### config.mk
export PLATFORM = sky130hd
export DESIGN_NAME = adc_output_config_regs
export DESIGN_NICKNAME = d
export VERILOG_FILES = /design/src/adc_cfg_pkg.sv /design/src/adc_output_config_regs.sv
export SDC_FILE = /design/constraint.sdc
export NUM_CORES = 1
export LEC_CHECK = 0
export ABC_AREA = 1
export BUFFER_PORTS_ARGS = -buffer_cell sky130_fd_sc_hd__buf_2
export CELL_PAD_IN_SITES_DETAIL_PLACEMENT = 0
export CELL_PAD_IN_SITES_GLOBAL_PLACEMENT = 1
export CORE_MARGIN = 4
export CORE_UTILIZATION = 40
export CTS_CLUSTER_SIZE = 10
export DETAILED_ROUTE_END_ITERATION = 10
export PLACE_DENSITY = 0.82
export RECOVER_POWER = 25
export SLEW_MARGIN = 10
export SYNTH_ARGS = -nofsm -noshare
export SYNTH_HDL_FRONTEND = slang
export SYNTH_SLANG_ARGS = --single-unit
### constraint.sdc
create_clock -name clk_sys_in -period 5.2 [get_ports clk_sys_in]
set_input_delay 0.52 -clock clk_sys_in [delete_from_list [all_inputs] [get_ports clk_sys_in]]
set_output_delay 0.52 -clock clk_sys_in [all_outputs]
set_load 0.02 [all_outputs]
### src/adc_cfg_pkg.sv
// constants, field layout and carrier types for the adc output config bank
// assumes a 16-bit register port with one-cycle read latency
package adc_cfg_pkg;
    localparam logic [3:0]  ADDR_REG2       = 4'h2;
    localparam logic [3:0]  ADDR_SER_RATE   = 4'h3;
    localparam logic [3:0]  ADDR_OFS_TEST   = 4'h4;
    localparam logic [3:0]  ADDR_CUSTOM     = 4'h5;
    localparam logic [15:0] RST_WORD        = 16'h0000;
    // register 3 fields
    localparam int          SER_RATE_LSB    = 13;
    localparam int          GAIN_EN_BIT     = 12;
    localparam int          DLY_HI_LSB      = 9;
    localparam int          OFS_EN_BIT      = 8;
    localparam logic [15:0] SER_RATE_WMASK  = 16'hf700;
    // register 4 fields
    localparam int          AUTO_OFS_BIT    = 15;
    localparam int          START_SEL_BIT   = 14;
    localparam int          START_MAN_BIT   = 13;
    localparam int          ACC_LSB         = 9;
    localparam int          LANE_SEL_BIT    = 8;
    localparam int          PRN_HOLD_BIT    = 7;
    localparam int          PRN_LEN_BIT     = 6;
    localparam int          PRN_EN_BIT      = 5;
    localparam int          MSB_FIRST_BIT   = 4;
    localparam int          RES_LSB         = 0;
    localparam logic [15:0] OFS_TEST_WMASK  = 16'hfff3;
    // register 2 local fields
    localparam int          PAT_LSB         = 7;
    localparam int          DLY_LO_LSB      = 0;
    localparam logic [15:0] REG2_WMASK      = 16'h03bf;
    // codes
    localparam logic [2:0]  SER_12X         = 3'h0;
    localparam logic [2:0]  SER_14X         = 3'h1;
    localparam logic [2:0]  SER_16X         = 3'h4;
    localparam logic [4:0]  BITS_12         = 5'h0c;
    localparam logic [4:0]  BITS_14         = 5'h0e;
    localparam logic [4:0]  BITS_16         = 5'h10;
    localparam logic [1:0]  RES_12          = 2'h0;
    localparam logic [1:0]  RES_14          = 2'h1;
    localparam logic [2:0]  PAT_CUSTOM      = 3'h3;
    localparam logic [22:0] PRN_SEED        = 23'h7fffff;

    typedef struct packed {
        logic [4:0] bits_per_sample;
        logic       msb_first;
        logic       res_14bit;
        logic       cfg_error;
    } ser_cfg_t;

    typedef struct packed {
        logic       gain_en;
        logic       offset_en;
        logic       auto_mode;
        logic [3:0] acc_len;
        logic [7:0] trig_delay;
    } dsp_cfg_t;

    typedef struct packed {
        logic        per_lane;
        logic [2:0]  global_mode;
        logic        custom_active;
        logic [15:0] custom_word;
    } pat_cfg_t;
endpackage : adc_cfg_pkg

### src/adc_output_config_regs.sv
// register bank for the adc serial output, offset removal and test patterns
// assumes a synchronous host port on clk_sys_in and pins from outside the domain
`timescale 1ns/1ps
`default_nettype none
module adc_output_config_regs
(
    // clock and reset
    input  wire logic                    clk_sys_in,
    input  wire logic                    arst_n_in,
    // register port
    input  wire logic [3:0]              addr_in,
    input  wire logic [15:0]             wdata_in,
    input  wire logic                    wr_in,
    input  wire logic                    rd_in,
    output logic      [15:0]             rdata_out,
    // pins and datapath
    input  wire logic                    transmit_trigger_pin_in,
    input  wire logic                    sample_tick_in,
    // decoded configuration
    output adc_cfg_pkg::ser_cfg_t        ser_cfg_out,
    output adc_cfg_pkg::dsp_cfg_t        dsp_cfg_out,
    output adc_cfg_pkg::pat_cfg_t        pat_cfg_out,
    // offset correction control
    output logic                         corr_start_out,
    output logic                         corr_busy_out,
    // pseudo-random generator
    output logic                         prn_bit_out,
    output logic      [22:0]             prn_state_out
);
    import adc_cfg_pkg::*;

    typedef enum logic [2:0] {
        CORR_IDLE  = 3'b001,
        CORR_DELAY = 3'b010,
        CORR_ACC   = 3'b100
    } corr_state_t;

    logic [15:0] reg2_r;
    logic [15:0] ser_rate_r;
    logic [15:0] ofs_test_r;
    logic [15:0] custom_r;
    logic [15:0] rdata_r;
    logic [2:0]  trig_sync_r;
    logic        trig_level_r;
    logic [22:0] prn_r;
    logic [22:0] prn_nxt;
    logic [7:0]  dly_cnt_r;
    logic [7:0]  dly_cnt_nxt;
    logic [15:0] acc_cnt_r;
    logic [15:0] acc_cnt_nxt;
    corr_state_t corr_r;
    corr_state_t corr_nxt;

    // decode
    wire         wr_reg2     = wr_in && (addr_in == ADDR_REG2);
    wire         wr_ser      = wr_in && (addr_in == ADDR_SER_RATE);
    wire         wr_ofs      = wr_in && (addr_in == ADDR_OFS_TEST);
    wire         wr_custom   = wr_in && (addr_in == ADDR_CUSTOM);
    wire [2:0]   ser_code    = ser_rate_r[SER_RATE_LSB +: 3];
    wire [1:0]   res_code    = ofs_test_r[RES_LSB +: 2];
    wire         auto_mode   = ofs_test_r[AUTO_OFS_BIT];
    wire         start_pin   = ofs_test_r[START_SEL_BIT];
    wire         start_man   = ofs_test_r[START_MAN_BIT];
    wire [3:0]   acc_len     = ofs_test_r[ACC_LSB +: 4];
    wire [2:0]   pat_mode    = reg2_r[PAT_LSB +: 3];
    wire [7:0]   trig_delay  = {ser_rate_r[DLY_HI_LSB +: 2], reg2_r[DLY_LO_LSB +: 6]};
    wire         prn_hold    = ofs_test_r[PRN_HOLD_BIT];
    wire         prn_short   = ofs_test_r[PRN_LEN_BIT];
    wire         prn_en      = ofs_test_r[PRN_EN_BIT];

    // trigger pin, counted once stages two and three agree
    wire         trig_rise   = (trig_sync_r[1] == trig_sync_r[2]) && trig_sync_r[2]
                               && !trig_level_r;
    wire         start_event = auto_mode && (start_pin ? trig_rise : start_man);
    // 2^acc_len samples per estimate
    wire [15:0]  acc_target  = 16'h0001 << acc_len;

    // serial format
    wire [4:0]   bits_sel    = (ser_code == SER_14X) ? BITS_14 :
                               (ser_code == SER_16X) ? BITS_16 : BITS_12;
    wire         ser_bad     = (ser_code != SER_12X) && (ser_code != SER_14X)
                               && (ser_code != SER_16X);
    wire         res_bad     = (res_code != RES_12) && (res_code != RES_14);

    // read mux
    wire [15:0]  rd_mux      = (addr_in == ADDR_REG2)     ? reg2_r     :
                               (addr_in == ADDR_SER_RATE) ? ser_rate_r :
                               (addr_in == ADDR_OFS_TEST) ? ofs_test_r :
                               (addr_in == ADDR_CUSTOM)   ? custom_r   : RST_WORD;

    // prbs feedback: x^23+x^18+1 or x^9+x^5+1
    wire         fb_long     = prn_r[22] ^ prn_r[17];
    wire         fb_short    = prn_r[8] ^ prn_r[4];

    always_comb
    begin
        if (prn_hold)
        begin
            prn_nxt = PRN_SEED;
        end
        else if (prn_en)
        begin
            if (prn_short)
            begin
                prn_nxt = {14'h0000, prn_r[7:0], fb_short};
            end
            else
            begin
                prn_nxt = {prn_r[21:0], fb_long};
            end
        end
        else
        begin
            prn_nxt = prn_r;
        end
    end

    always_comb
    begin
        corr_nxt    = corr_r;
        dly_cnt_nxt = dly_cnt_r;
        acc_cnt_nxt = acc_cnt_r;
        unique case (corr_r)
            CORR_IDLE:
            begin
                if (start_event)
                begin
                    corr_nxt    = CORR_DELAY;
                    dly_cnt_nxt = trig_delay;
                end
            end
            CORR_DELAY:
            begin
                if (!auto_mode)
                begin
                    corr_nxt = CORR_IDLE;
                end
                else if (dly_cnt_r == 8'h00)
                begin
                    corr_nxt    = CORR_ACC;
                    acc_cnt_nxt = 16'h0000;
                end
                else if (sample_tick_in)
                begin
                    dly_cnt_nxt = dly_cnt_r - 8'h01;
                end
            end
            CORR_ACC:
            begin
                if (!auto_mode || (acc_cnt_r >= acc_target))
                begin
                    corr_nxt = CORR_IDLE;
                end
                else if (sample_tick_in)
                begin
                    acc_cnt_nxt = acc_cnt_r + 16'h0001;
                end
            end
        endcase
    end

    always_ff @(posedge clk_sys_in or negedge arst_n_in)
    begin
        if (!arst_n_in)
        begin
            reg2_r     <= RST_WORD;
            ser_rate_r <= RST_WORD;
            ofs_test_r <= RST_WORD;
            custom_r   <= RST_WORD;
        end
        else
        begin
            if (wr_reg2)
            begin
                reg2_r <= wdata_in & REG2_WMASK;
            end
            if (wr_ser)
            begin
                ser_rate_r <= wdata_in & SER_RATE_WMASK;
            end
            if (wr_ofs)
            begin
                ofs_test_r <= wdata_in & OFS_TEST_WMASK;
            end
            else if (corr_r == CORR_IDLE && start_event && !start_pin)
            begin
                ofs_test_r[START_MAN_BIT] <= 1'b0;                  // manual start self-clears
            end
            if (wr_custom)
            begin
                custom_r <= wdata_in;
            end
        end
    end

    always_ff @(posedge clk_sys_in or negedge arst_n_in)
    begin
        if (!arst_n_in)
        begin
            rdata_r      <= RST_WORD;
            trig_sync_r  <= 3'h0;
            trig_level_r <= 1'b0;
            prn_r        <= PRN_SEED;
            corr_r       <= CORR_IDLE;
            dly_cnt_r    <= 8'h00;
            acc_cnt_r    <= 16'h0000;
        end
        else
        begin
            rdata_r     <= rd_in ? rd_mux : RST_WORD;
            trig_sync_r <= {trig_sync_r[1:0], transmit_trigger_pin_in};
            if (trig_sync_r[1] == trig_sync_r[2])
            begin
                trig_level_r <= trig_sync_r[2];
            end
            prn_r       <= prn_nxt;
            corr_r      <= corr_nxt;
            dly_cnt_r   <= dly_cnt_nxt;
            acc_cnt_r   <= acc_cnt_nxt;
        end
    end

    assign rdata_out                   = rdata_r;
    assign ser_cfg_out.bits_per_sample = bits_sel;
    assign ser_cfg_out.msb_first       = ofs_test_r[MSB_FIRST_BIT];
    assign ser_cfg_out.res_14bit       = (res_code == RES_14);
    assign ser_cfg_out.cfg_error       = ser_bad || res_bad;
    assign dsp_cfg_out.gain_en         = ser_rate_r[GAIN_EN_BIT];
    assign dsp_cfg_out.offset_en       = ser_rate_r[OFS_EN_BIT];
    assign dsp_cfg_out.auto_mode       = auto_mode;
    assign dsp_cfg_out.acc_len         = acc_len;
    assign dsp_cfg_out.trig_delay      = trig_delay;
    assign pat_cfg_out.per_lane        = ofs_test_r[LANE_SEL_BIT];
    assign pat_cfg_out.global_mode     = pat_mode;
    assign pat_cfg_out.custom_active   = (pat_mode == PAT_CUSTOM);
    assign pat_cfg_out.custom_word     = custom_r;
    assign corr_start_out              = (corr_r == CORR_DELAY) && (dly_cnt_r == 8'h00);
    assign corr_busy_out               = (corr_r != CORR_IDLE);
    assign prn_bit_out                 = prn_short ? prn_r[8] : prn_r[22];
    assign prn_state_out               = prn_r;
endmodule : adc_output_config_regs
`default_nettype wire

==> flow_summary.yaml <==
finish:
  drive_gt1_share_pct: 20.98
  fin_cells: 1023
  final_cell_area_um2: 7146
  syn_to_final_growth_pct: 18.81
  layout_commonest_cell: "nand2_1"
  diodes: 0
  nFillCells: 1461
  fin_util_pct: 48.80
  fin_nets: 872
  mostFrequentLayoutCells: "nand2_1 (187), buf_2 (109), inv_1 (92), dfrtp_1 (92), o21ai_0 (64)"
die:
  die_w_um: 130.6
  rows: 44
  initial_core_util_pct: 41.07
  design.core.area_um2: 14640
  die-area_um2: 17060
  die_y_um: 130.6
  io_pins: 112
worst_setup_path:
  slowest_stage: "dfrtp_1"
  reg2reg_depth: 12
  cp_max_fo: 17
  reg2reg_to: "acc_cnt_r[13]$_DFFE_PN0P_"
  cp_cell_sequence: "inv_1 > nand4_1 > ha_1 > a21oi_1 > nor2_1 > nor2_1 > nand2_1 > nand2_1 > nand3_4 > nand2_4 > nand2_1 > nand2_1"
  cpPeakStageDelay_ps: 490
  cp-end-kind: "register"
  regToRegSetupSlack_ps: 2770
  crit_top_cell: "nand2_1"
  arrival_ps: 2770
  start_kind: "register"
  criticalPathCategory: "register to register"
  required_ps: 5540
  reg2reg_from: "ofs_test_r[10]$_DFFE_PN0P_"
route:
  first_pass_iters: 5
  drtAntennaViolNets: 0
  drc: 0
  post_drt_wl_per_cell_um: 15.50
  via_per_inst: 4.986
  drt-initial-drc-count: 280
  totalWireLength_um: 15850
  routed-via-count: 5101
timing:
  hold_viol: 0
  final.setup.tns_ps: 0
  tightest_slew_ps: 1017
  slew_violations: 0
  setup_viol: 0
  min_period_ps: 2428
  max_slew_margin_pct: 32.06
  finClkSkew_ps: 9.218
  rsz0062_at_grt: "false"
  fin_crit_sh_pct: 46.70
  max_freq_mhz: 411.8
clock_network:
  clk_latency_ps: 410
  root_buffer: "clkbuf_16"
  cts_setup_buffers: 0
  clock-sinks: 116
  postCtsHoldBufs: 0
  cts_buffer_depth: 2
  clk_pin_slew_ps: 50
  cts_tree: "done"
  cts_made_buffers: 17
  cts_resized: 0
  htree_num_levels: 4
min_path:
  whs_path_depth: 1
  hold_start: "transmit_trigger_pin_in"
  hp-class: "primary input to register"
  min_to: "trig_sync_r[0]$_DFF_PN0_"
synthesis:
  ys_ff_latch: 116
  synth-main-ff-cell: "dfrtp_1"
  syn_area_per_cell_um2: 8.217
  synth_cell_types: 41
  syn_inst: 732
  ys_seq_area_share_pct: 48.76
  postSynth.asyncResetShare_pct: 100.0
  synth-edff-count: 0
  yosysWarnings: 0
  syn_area_um2: 6015
  synth_fp_nets: 778
placement:
  dp_cells: 991
  portBuffers: 110
  gp_congestion: 0.8067
  hpwlAfterDp_um: 11220
  postPlaceCellArea_um2: 6600
global_routing:
  grt_pass1_wl_um: 25790
  overflow: 0
  grt_util_all_layers_pct: 19.50
  grt_pass1_vias: 4997
  grt_max_degree: 78
  antenna_found_initial: 0
power_and_ir_drop:
  power_leakage_nw: 3.638
  power_per_cell_area_nw_per_um2: 464.2
  peakVddDrop_v: 0.0002200
  finalPower_mw: 3.317
outcome:
  status: "completed"
run:
  maxCapViolations: 0
[sequential cells by signal, summed over array words and instances (netlist names), 7 cells and up]
| name | flops |
|---|---|
| prn_state_out | 23 |
| acc_cnt_r | 16 |
| custom_r | 16 |
| rdata_out | 16 |
| ofs_test_r | 14 |
| reg2_r | 9 |
| dly_cnt_r | 8 |
| ser_rate_r | 7 |
[area by class of cell]
class / instances / area, um2 / area share [%]
Sequential cell: 116 / 2933 / 41.04
Tap cell: 184 / 230.2 / 3.222
Timing Repair Buffer: 112 / 568.0 / 7.950
Clock inverter: 5 / 52.55 / 0.7354
Inverter: 95 / 356.6 / 4.990
Clock buffer: 27 / 493.0 / 6.899
Multi-Input combinational cell: 484 / 2512 / 35.16
[through the flow]
step | hold slack [ps] | setup slack, ps
after global routing | 198.5 | 2503
after global placement | 335.3 | 2832
after floorplan | 224.4 | 3155
after CTS | 197.3 | 2775
after detailed placement | 344.4 | 2802
final | 214.2 | 2772
[critical path: cells and delay by family, from the launching register on]
kind | cells | cell delay (ps)
AOI/OAI and AO/OA | 1 | 170
adders and majority gates | 1 | 320
buffers and inverters | 1 | 260
DFF | 1 | 490
and+or+nand+nor | 9 | 1110
[power breakdown]
group	internal [mW]	switching, mW	leakage [nW]
Sequential	1.11	0.167	1.46
Combinational	0.310	0.649	1.91
Clock	0.692	0.385	0.265
Total	2.12	1.20	3.64
[per-layer routing]
layer	track usage, %	up-vias	wire length, um
li1	-	2585	-
met4	4.719	0	144
met1	26.83	2406	7461
met3	5.772	11	754
met2	30.50	99	7491
met5	0	-	0
[worst max-delay path by stage]
stage / cells past startpoint / slack [ps] / startpoint / end
2_1_floorplan: 11 / 3160 / ofs_test_r[9]$_DFFE_PN0P_ / acc_cnt_r[5]$_DFFE_PN0P_
3_3_place_gp: 12 / 2830 / ofs_test_r[10]$_DFFE_PN0P_ / acc_cnt_r[0]$_DFFE_PN0P_
3_5_place_dp: 12 / 2800 / ofs_test_r[10]$_DFFE_PN0P_ / acc_cnt_r[6]$_DFFE_PN0P_
4_1_cts: 12 / 2780 / ofs_test_r[10]$_DFFE_PN0P_ / acc_cnt_r[13]$_DFFE_PN0P_
5_1_grt: 14 / 2500 / ofs_test_r[12]$_DFFE_PN0P_ / acc_cnt_r[0]$_DFFE_PN0P_
6_report: 12 / 2770 / ofs_test_r[10]$_DFFE_PN0P_ / acc_cnt_r[13]$_DFFE_PN0P_
[Yosys cell counts, types with 3 or more instances]
cell type  count  area (um2)
nand2_1      187       701.9
dfrtp_1       92        2302
inv_1         92       345.3
o21ai_0       64       320.3
nor2_1        63       236.5
nand3_1       36       180.2
dfstp_2       24       630.6
ha_1          20       250.2
nand4_1       18       112.6
o221ai_1      17       148.9
a21oi_1       14       70.07
clkbuf_1      14       52.55
buf_4         13       97.59
nor3_1        13       65.06
a22oi_1        7       52.55
buf_2          7       35.03
xor2_1         7       61.31
o21ai_1        5       25.02
a221oi_1       4       35.03
nor2_2         3       18.77
nor3b_1        3       22.52
[cells by family (layout without fill, tap and decap cells)]
group | after synthesis | count (layout) | share of synthesized area (%)
AOI/OAI and AO/OA | 122 | 122 | 12.36
xor gates and xnor gates | 8 | 8 | 1.165
adders and majority gates | 20 | 20 | 4.161
buffers and inverters | 132 | 239 | 9.465
DFF | 116 | 116 | 48.76
muxes | 1 | 1 | 0.1872
other | 1 | 1 | 0.06235
and+or+nand+nor | 332 | 332 | 23.84
Note: power is estimated with default switching activity, not from simulation.
